<file path="config.mk">
export PLATFORM = sky130hd
export DESIGN_NAME = swm_ctl
export DESIGN_NICKNAME = d
export VERILOG_FILES = /design/src/rtl/swm_ctl.v /design/src/rtl/swm_line.v
export VERILOG_INCLUDE_DIRS = /design/src /design/src/rtl
export SDC_FILE = /design/constraint.sdc
export NUM_CORES = 1
export LEC_CHECK = 0
export BUFFER_PORTS_ARGS = -buffer_cell sky130_fd_sc_hd__buf_2
export CORE_MARGIN = 2
export CORE_UTILIZATION = 35
export CTS_CLUSTER_DIAMETER = 150
export DETAILED_ROUTE_END_ITERATION = 10
export MAX_ROUTING_LAYER = met4
export SYNTH_ARGS = -nofsm -noshare
export SYNTH_HDL_FRONTEND = slang
export SYNTH_SLANG_ARGS = --single-unit
</file>
<file path="constraint.sdc">
create_clock -name clk_in -period 1.33 [get_ports clk_in]
set_input_delay 0.0665 -clock clk_in [delete_from_list [all_inputs] [get_ports clk_in]]
set_output_delay 0.0665 -clock clk_in [all_outputs]
set_load 0.01 [all_outputs]
</file>
<file path="src/rtl/swm_regs.vh">
/*
  Constants for the wake line mode control slice (lines 4 to 7):
  register offsets, field positions, reset values and mode codes.
  Assumes inclusion by bare name from the design files.
*/
`ifndef SWM_REGS_VH
`define SWM_REGS_VH

// Register offsets (byte addresses on the plain port)
`define SWM_OFS_MODE_CTL 4'h0
`define SWM_OFS_STATUS 4'h4
`define SWM_OFS_CLEAR 4'h8
`define SWM_OFS_IRQ_EN 4'hc

// Field positions within each line byte
`define SWM_ENABLE_BIT 0
`define SWM_SPARE_BIT 1
`define SWM_SEEN_LSB 2
`define SWM_MODE_LSB 4
`define SWM_TOP_BIT 7

// Detection mode codes
`define SWM_MODE_LOW 3'h0
`define SWM_MODE_HIGH 3'h1
`define SWM_MODE_FALL 3'h2
`define SWM_MODE_RISE 3'h3
`define SWM_MODE_BOTH 3'h4

// Recorded edge codes
`define SWM_SEEN_NONE 2'h0
`define SWM_SEEN_RISE 2'h1
`define SWM_SEEN_FALL 2'h2

// Reset values
`define SWM_MODE_RST 3'h2
`define SWM_SPARE_RST 1'b0

`endif

</file>
<file path="src/rtl/swm_ctl.v">
/*
  Wake line mode control register for external lines 4 to 7, with
  per-line detectors, sticky event status and a level interrupt.
  Assumes a plain register port synchronous to clk_in and pins
  already synchronous to clk_in.
*/
`timescale 1ns/10ps
`include "swm_regs.vh"
// Behaviour
// - Mode field: 000 low, 001 high, 010 fall, 011 rise, 100 both
// - Enable bit gates each line as a standby release source
// - Reset: mode 010, seen 00, enable 0, spare bit 0
// - Top bit of each byte reads zero; spare bit carries no meaning
// - Seen field meaningful only in both-edge mode
// - Clearing a line's request also clears its seen field
module swm_ctl (
  // Clock and reset
  input wire clk_in,
  input wire resetn_in,
  // Register port
  input wire [3:0] addr_in,
  input wire [31:0] wdata_in,
  input wire wr_in,
  input wire rd_in,
  output reg [31:0] rdata_out,
  // External wake pins, lines 4 to 7
  input wire ext_wake_line4_in,
  input wire ext_wake_line5_in,
  input wire ext_wake_line6_in,
  input wire ext_wake_line7_in,
  // Pending request clear from the clear register, one bit per line
  input wire [3:0] wake_request_clear_in,
  // Results
  output reg [3:0] wake_req_out,
  output reg irq_out
);

  reg [2:0] mode_q [0:3];
  reg [3:0] enable_q;
  reg [3:0] status_q;
  reg [3:0] irq_en_q;
  reg [3:0] clr_q;
  wire [3:0] req;
  wire [1:0] seen [0:3];
  wire [3:0] pins = {ext_wake_line7_in, ext_wake_line6_in,
                     ext_wake_line5_in, ext_wake_line4_in};
  wire [31:0] mode_word;
  integer i;

  // Pack one line's byte: top bit zero, spare bit zero
  function [7:0] pack_line;
    input [2:0] mode;
    input [1:0] seen_v;
    input en;
    begin
      pack_line = {1'b0, mode, seen_v, `SWM_SPARE_RST, en};
    end
  endfunction

  // Per-line detectors
  genvar g;
  generate
    for (g = 0; g < 4; g = g + 1) begin : gl
      swm_line u_line (
        .clk_in(clk_in),
        .resetn_in(resetn_in),
        .mode_in(mode_q[g]),
        .enable_in(enable_q[g]),
        .clear_in(clr_q[g]),
        .pin_in(pins[g]),
        .req_out(req[g]),
        .seen_out(seen[g])
      );
    end
  endgenerate

  assign mode_word = {pack_line(mode_q[3], seen[3], enable_q[3]),
                      pack_line(mode_q[2], seen[2], enable_q[2]),
                      pack_line(mode_q[1], seen[1], enable_q[1]),
                      pack_line(mode_q[0], seen[0], enable_q[0])};

  // Register writes, status and outputs
  always @(posedge clk_in) begin
    if (!resetn_in) begin
      for (i = 0; i < 4; i = i + 1) begin
        mode_q[i] <= `SWM_MODE_RST;
      end
      enable_q <= 4'h0;
      status_q <= 4'h0;
      irq_en_q <= 4'h0;
      clr_q <= 4'h0;
      rdata_out <= 32'h0;
      wake_req_out <= 4'h0;
      irq_out <= 1'b0;
    end else begin
      clr_q <= wake_request_clear_in;
      if (wr_in && addr_in == `SWM_OFS_MODE_CTL) begin
        // Ordering of mode and enable writes is software's duty
        for (i = 0; i < 4; i = i + 1) begin
          mode_q[i] <= wdata_in[i*8+`SWM_MODE_LSB +: 3];
          enable_q[i] <= wdata_in[i*8+`SWM_ENABLE_BIT];
        end
      end
      if (wr_in && addr_in == `SWM_OFS_IRQ_EN) begin
        irq_en_q <= wdata_in[3:0];
      end
      // Sticky status: new request wins over a write-one clear
      if (wr_in && addr_in == `SWM_OFS_CLEAR) begin
        status_q <= (status_q & ~wdata_in[3:0]) | req;
      end else begin
        status_q <= status_q | req;
      end
      wake_req_out <= req;
      irq_out <= |(status_q & irq_en_q);
      // Read data valid only in the cycle after the strobe
      if (rd_in) begin
        case (addr_in)
          `SWM_OFS_MODE_CTL: rdata_out <= mode_word;
          `SWM_OFS_STATUS: rdata_out <= {28'h0, status_q};
          `SWM_OFS_IRQ_EN: rdata_out <= {28'h0, irq_en_q};
          default: rdata_out <= 32'h0;
        endcase
      end else begin
        rdata_out <= 32'h0;
      end
    end
  end

endmodule // swm_ctl

</file>
<file path="src/rtl/swm_line.v">
/*
  One wake line: detects the selected level or edge, raises a
  standby release request, records the edge in both-edge mode.
  Assumes the pin is synchronous to clk_in and software obeys the
  mode-before-enable ordering.
*/
`timescale 1ns/10ps
`include "swm_regs.vh"
module swm_line (
  // Clock and reset
  input wire clk_in,
  input wire resetn_in,
  // Configuration
  input wire [2:0] mode_in,
  input wire enable_in,
  input wire clear_in,
  // Pin
  input wire pin_in,
  // Results
  output reg req_out,
  output reg [1:0] seen_out
);

  reg pin_q;
  reg hit;
  wire rise = pin_in & ~pin_q;
  wire fall = ~pin_in & pin_q;

  // Match logic for the selected mode
  always @* begin
    case (mode_in)
      `SWM_MODE_LOW: hit = ~pin_in;
      `SWM_MODE_HIGH: hit = pin_in;
      `SWM_MODE_FALL: hit = fall;
      `SWM_MODE_RISE: hit = rise;
      `SWM_MODE_BOTH: hit = rise | fall;
      default: hit = 1'b0; // Forbidden codes never wake
    endcase
  end

  // Request is a level that follows the match; edge record is sticky
  always @(posedge clk_in) begin
    if (!resetn_in) begin
      pin_q <= 1'b0;
      req_out <= 1'b0;
      seen_out <= `SWM_SEEN_NONE;
    end else begin
      pin_q <= pin_in;
      req_out <= enable_in & hit;
      if (enable_in && mode_in == `SWM_MODE_BOTH && (rise | fall)) begin
        // Set wins over a clear in the same cycle
        seen_out <= seen_out | {fall, rise};
      end else if (clear_in) begin
        seen_out <= `SWM_SEEN_NONE;
      end
    end
  end

endmodule // swm_line

</file>
Word-level counts from Yosys, hierarchy flattened

Memory sizes are Yosys's and may differ from the RTL's.
Cells that the tools add are included.

Multiplexer cells: 22
Reduce and logical (&&, ||, !) cells: 22
Eq/ne operators: 19
Bitwise gates (word level): 37

Operators by type and width:

| operator             | number |
|---|---|
| $pmux W31 S3         | 1 |
| $eq A3 B2 Y1 const B | 8 |
| $pmux W1 S5          | 4 |
| $mux W2              | 8 |
| $and A1 B1 Y1        | 12 |
| $eq A3 B1 Y1 const B | 4 |
| $eq A3 B3 Y1 const B | 4 |
| $logic_not A3 Y1     | 4 |
| $mux W3              | 4 |
| $logic_and A1 B1 Y1  | 11 |
| $and A4 B4 Y4        | 2 |
| $eq A4 B4 Y1 const B | 2 |
| $not A1 Y1           | 8 |
| $or A1 B1 Y1         | 8 |
| $or A2 B2 Y2         | 4 |
| $or A4 B4 Y4         | 2 |
| $reduce_bool A2 Y1   | 4 |
| $eq A4 B3 Y1 const B | 1 |
| $logic_not A4 Y1     | 1 |
| $mux W1              | 4 |
| $mux W4              | 1 |
| $not A4 Y4           | 1 |
| $reduce_or A4 Y1     | 1 |
| $reduce_and A2 Y1    | 1 |

Logic and storage cells: 120
Register bits after elaboration: 69
Memory bits (writable): 12
Memories: 1
Bits of input ports: 48

Memories:

| memory | depth | bits a word | rd ports | clocked after Yosys merged registers in | write ports | line         | source |
|---|---|---|---|---|---|---|---|
| mode_q | 4     | 3           | 4        | 0                                       | 4           | swm_ctl.v:38 | `reg [2:0] mode_q [0:3];` |

Depth between registers and ports, before layout

Depth in word-level cells: 6
Gate-level depth with buffers: 5

Cells and area by module

From an unflattened synthesis, not the netlist that was laid out.

Cell total of the unflattened synthesis: 251
Area total of the unflattened synthesis: 2,904.0 µm²

By module, submodules not included:

| module   | times used | cells an instance | area each (µm²) |
|---|---|---|---|
| swm_ctl  | 1          | 167               | 2,013.2 |
| swm_line | 4          | 21                | 222.7 |

Least setup slack after synthesis

No wires, ideal clock.

Path type: register to register
Start: reg gl[0].u_line.pin_q
End: reg gl[0].u_line.seen_out[0]
Cell stages (with the launch flop): 5
Path slack: 145 ps
Buffers on the path: 0
Arrival: 1,120 ps
Cell sequence: dfxtp_1 ha_1 nor4b_2 a31oi_1 nor2_1

Cells in the longest elaborated chain, start to end: 5
Elaborated cells on any way between the ends: 8
Classes of those cells: 1 x mux; 5 x bitwise; 2 x reduce/logical

Ends and longest elaborated chain:

| element                                              | line          | source |
|---|---|---|
| from (decl)                                          | swm_line.v:24 | `reg pin_q;` |
| from (signal assigned)                               | swm_line.v:48 | `pin_q <= pin_in;` |
| $not A1 Y1                                           | swm_line.v:26 | `wire rise = pin_in & ~pin_q;` |
| $and A1 B1 Y1                                        | swm_line.v:26 |  |
| $or A1 B1 Y1                                         | swm_line.v:50 | `` if (enable_in && mode_in == `SWM_MODE_BOTH && (rise \| fall)) begin `` |
| $logic_and A1 B1 Y1                                  | swm_line.v:50 |  |
| $mux W2 / $reduce_bool A2 Y1 (equally long branches) | --            |  |
| to (signal assigned)                                 | swm_line.v:46 | `` seen_out <= `SWM_SEEN_NONE; `` |
| to (signal assigned)                                 | swm_line.v:52 | `seen_out <= seen_out \| {fall, rise};` |
| to (signal assigned)                                 | swm_line.v:54 | `` seen_out <= `SWM_SEEN_NONE; `` |
| to (decl)                                            | swm_line.v:21 | `output reg [1:0] seen_out` |

Several ways; a longest one is shown, not always the timed one.
A chain may end at the register's enable or synchronous reset.

Final worst setup path

Same ends and word-level chain as after synthesis.

==> impl_metrics.py <==
metrics = {
    "sta": {
        "layout_min_cycle_time_ps": 1258,
        "max_freq_ghz": 0.7952,
        "setup_viol": 0,
        "finalCritPeriodShare_pct": 94.55,
        "setup_ws_ps": 72.45,
        "report.final.slew_viol_count": 0,
        "hold_viol": 0,
        "skew_ps": 7.950,
        "rsz0062_at_grt": "true",
        "fin_worst_hold_slack_ps": 77.23,
    },
    "place": {
        "finalWeightedCongestion": 0.7901,
        "preCtsSetupSlack_ps": 25.12,
        "dp.cells": 424,
        "hpwl_um": 3995,
        "port_buffers": 64,
    },
    "clock_tree": {
        "root_buffer": "clkbuf_8",
        "clockBufferDepth": 2,
        "post_cts_buffers": 0,
        "htree_num_levels": 3,
        "insertion_delay_ps": 340,
        "tritoncts": "yes",
        "numCtsBuffers": 9,
        "clkSinkCount": 74,
        "path_clk_slew_ps": 80,
    },
    "route": {
        "vias": 2129,
        "drt_first_pass_iters": 4,
        "routed_via_density": 4.559,
        "drt_wl_total_um": 5957,
        "antenna_left": 0,
        "drt_iter0_markers": 41,
        "post-route-drc-count": 0,
        "avgRoutedWirePerCell_um": 12.76,
    },
    "yosys": {
        "synthCells": 262,
        "ys_ff_latch": 74,
        "synthesis.area_um2": 2949,
        "yosysTopAreaCell": "dfxtp_1",
        "yosysSeqAreaShare_pct": 54.31,
        "yosys_warnings": 0,
        "synth.distinct_cells": 34,
        "avgSynthCellArea_um2": 11.26,
        "netlist_top_cells_area": "dfxtp_1 (42%), edfxtp_1 (12%), and2_1 (8.7%)",
        "yosysTopAreaCellShare_pct": 42.09,
    },
    "power_and_ir_drop": {
        "p_per_area_nw_per_um2": 1128,
        "leakage_uw": 0.001674,
        "vdd_drop_max_mv": 0.4179,
        "power_uw": 4391,
    },
    "global_route": {
        "grt_pass1_vias": 2108,
        "grt_pass1_wl_um": 9570,
        "antenna_found_initial": 0,
        "overflow": 0,
        "grt_max_degree": 55,
        "track_usage_pct": 14.22,
    },
    "job": {
        "drv_cap": 0,
    },
    "cells_and_area": {
        "n_fill_cell": 775,
        "area_delta_synth_final_pct": 32.03,
        "nets": 413,
        "drive_above_1_share_pct": 28.73,
        "antenna_cells": 0,
        "fin_cells": 467,
    },
    "critical_path": {
        "crit_fanout": 4,
        "crit_chain": "ha_1, nor4b_4, a31oi_1, nor2_1",
        "cp.required_ps": 1620,
        "end_kind": "register",
        "arrival_ps": 1540,
        "crit_slowest_cell": "dfxtp_1",
        "critPathTopFamily": "simple AND/OR/NAND/NOR gates",
        "critPathMaxStageDelay_ps": 320,
        "critPathLaunchType": "register",
        "cp.buffers_inverters": 0,
        "crit_type": "reg2reg",
    },
    "floorplan": {
        "rows": 33,
        "dieHeight_um": 95.79,
        "fp.dieW_um": 95.79,
        "io_pins": 85,
        "initial_core_util_pct": 36.07,
        "coreArea_um2": 8175,
        "dieArea_um2": 9176,
    },
    "run_status": {
        "status": "complete, no violations",
    },
    "min_path": {
        "hold_path.class": "in2reg",
    },
}
-- report_power, final --
| group | switching [uW] | internal [uW] | leakage (uW) |
|---|---|---|---|
| combinational | 158 | 203 | 0.000957 |
| sequential | 40.9 | 2310 | 0.000619 |
| clock | 780 | 894 | 0.0000989 |
| total | 979 | 3410 | 0.00167 |
-- repair_timing --
action / in CTS / in global routing
gates resized for setup: 0 / 10
endpoints found under the setup margin: 0 / 12
endpoints found under the hold margin: 30 / 0
hold buffers: 27 / 0
-- synth_stat cells (all sizes together) --
library cell	count
dfxtp	62
and2	43
nand2	17
buf	16
mux2i	16
nor2	13
a41oi	12
edfxtp	12
inv	12
ha	8
nor2b	5
a31oi	4
mux2	4
nand2b	4
nand3	4
nor4b	4
o21ai	4
o31ai	4
xnor2	4
a2bb2oi	3
a22oi	2
and4	2
clkbuf	2
nor3b	2
a21boi	1
conb	1
nand4b	1
-- final timing paths --
path | start | end | slack, ps | cells after the start
worst min-delay path | addr_in[2] | rdata_out[1] | 80 | 2
worst max-delay path | gl[0].u_line.pin_q | gl[0].u_line.seen_out[0] | 70 | 4
worst min register to register | gl[2].u_line.seen_out[0] | rdata_out[18] | 460 | 1
worst max register to register | gl[0].u_line.pin_q | gl[0].u_line.seen_out[0] | 70 | 4
-- layout make-up --
class	count	area, um2	share of cell area (%)
clock buffer	15	187.7	4.820
multi-input combinational	164	1269	32.58
sequential	74	1603	41.16
timing repair buffer	96	653.1	16.77
clock inverter	1	5.005	0.1285
inverter	12	45.04	1.157
tap	105	131.4	3.374
-- per-layer routing --
metal | track usage, % | part of all wire, % | up-vias
met2 | 22.03 | 47 | 52
li1 | - | - | 1071
met4 | 8.095 | 2.8 | 0
met3 | 3.759 | 4.9 | 14
met1 | 16.70 | 46 | 992
met5 | - | 0 | -
-- layout by cell type, fill, tap and decap left out, drive strengths merged --
cell type	count
conb	7
clkbuf	15
xnor2	4
inv	12
a21boi	1
edfxtp	12
mux2	4
a22oi	2
nand2b	4
nand3	4
a31oi	4
nor4b	4
dlygate4sd3	27
mux2i	16
o31ai	4
dfxtp	62
nor3b	2
o21ai	4
nor2b	5
nor2	13
clkinv	1
and4	2
a2bb2oi	3
and2	43
a41oi	12
ha	8
nand2	17
buf	69
nand4b	1
-- through the flow --
step / instance area, um2 / util [%] / TNS, ps
final: 3894 / 47.63 / 0
after global routing: 3894 / 47.63 / -128.1
after CTS: 3807 / 46.57 / 0
after detailed placement: 3344 / 40.91 / 0
after global placement: 3344 / 40.91 / 0
after floorplan: 2972 / - / 0
-- logic make-up after synthesis --
| kind of cell | count (synthesis) | share of synthesized area [%] |
|---|---|---|
| simple gates | 95 | 19.94 |
| flops | 74 | 54.31 |
| compound gates | 30 | 7.764 |
| buf+inv | 30 | 6.321 |
| mux | 20 | 6.958 |
| fa+ha+maj | 8 | 3.394 |
| xor+xnor | 4 | 1.188 |
| other cells | 1 | 0.1272 |
-- state kept, by name (all words and copies together), names as in the netlist --
signal	cells
rdata_out	25
mode_q	12
gl.u_line.seen_out	8
clr_q	4
enable_q	4
gl.u_line.pin_q	4
gl.u_line.req_out	4
irq_en_q	4
status_q	4
wake_req_out	4
irq_out	1
No activity file was read; power rests on OpenSTA's default activity.
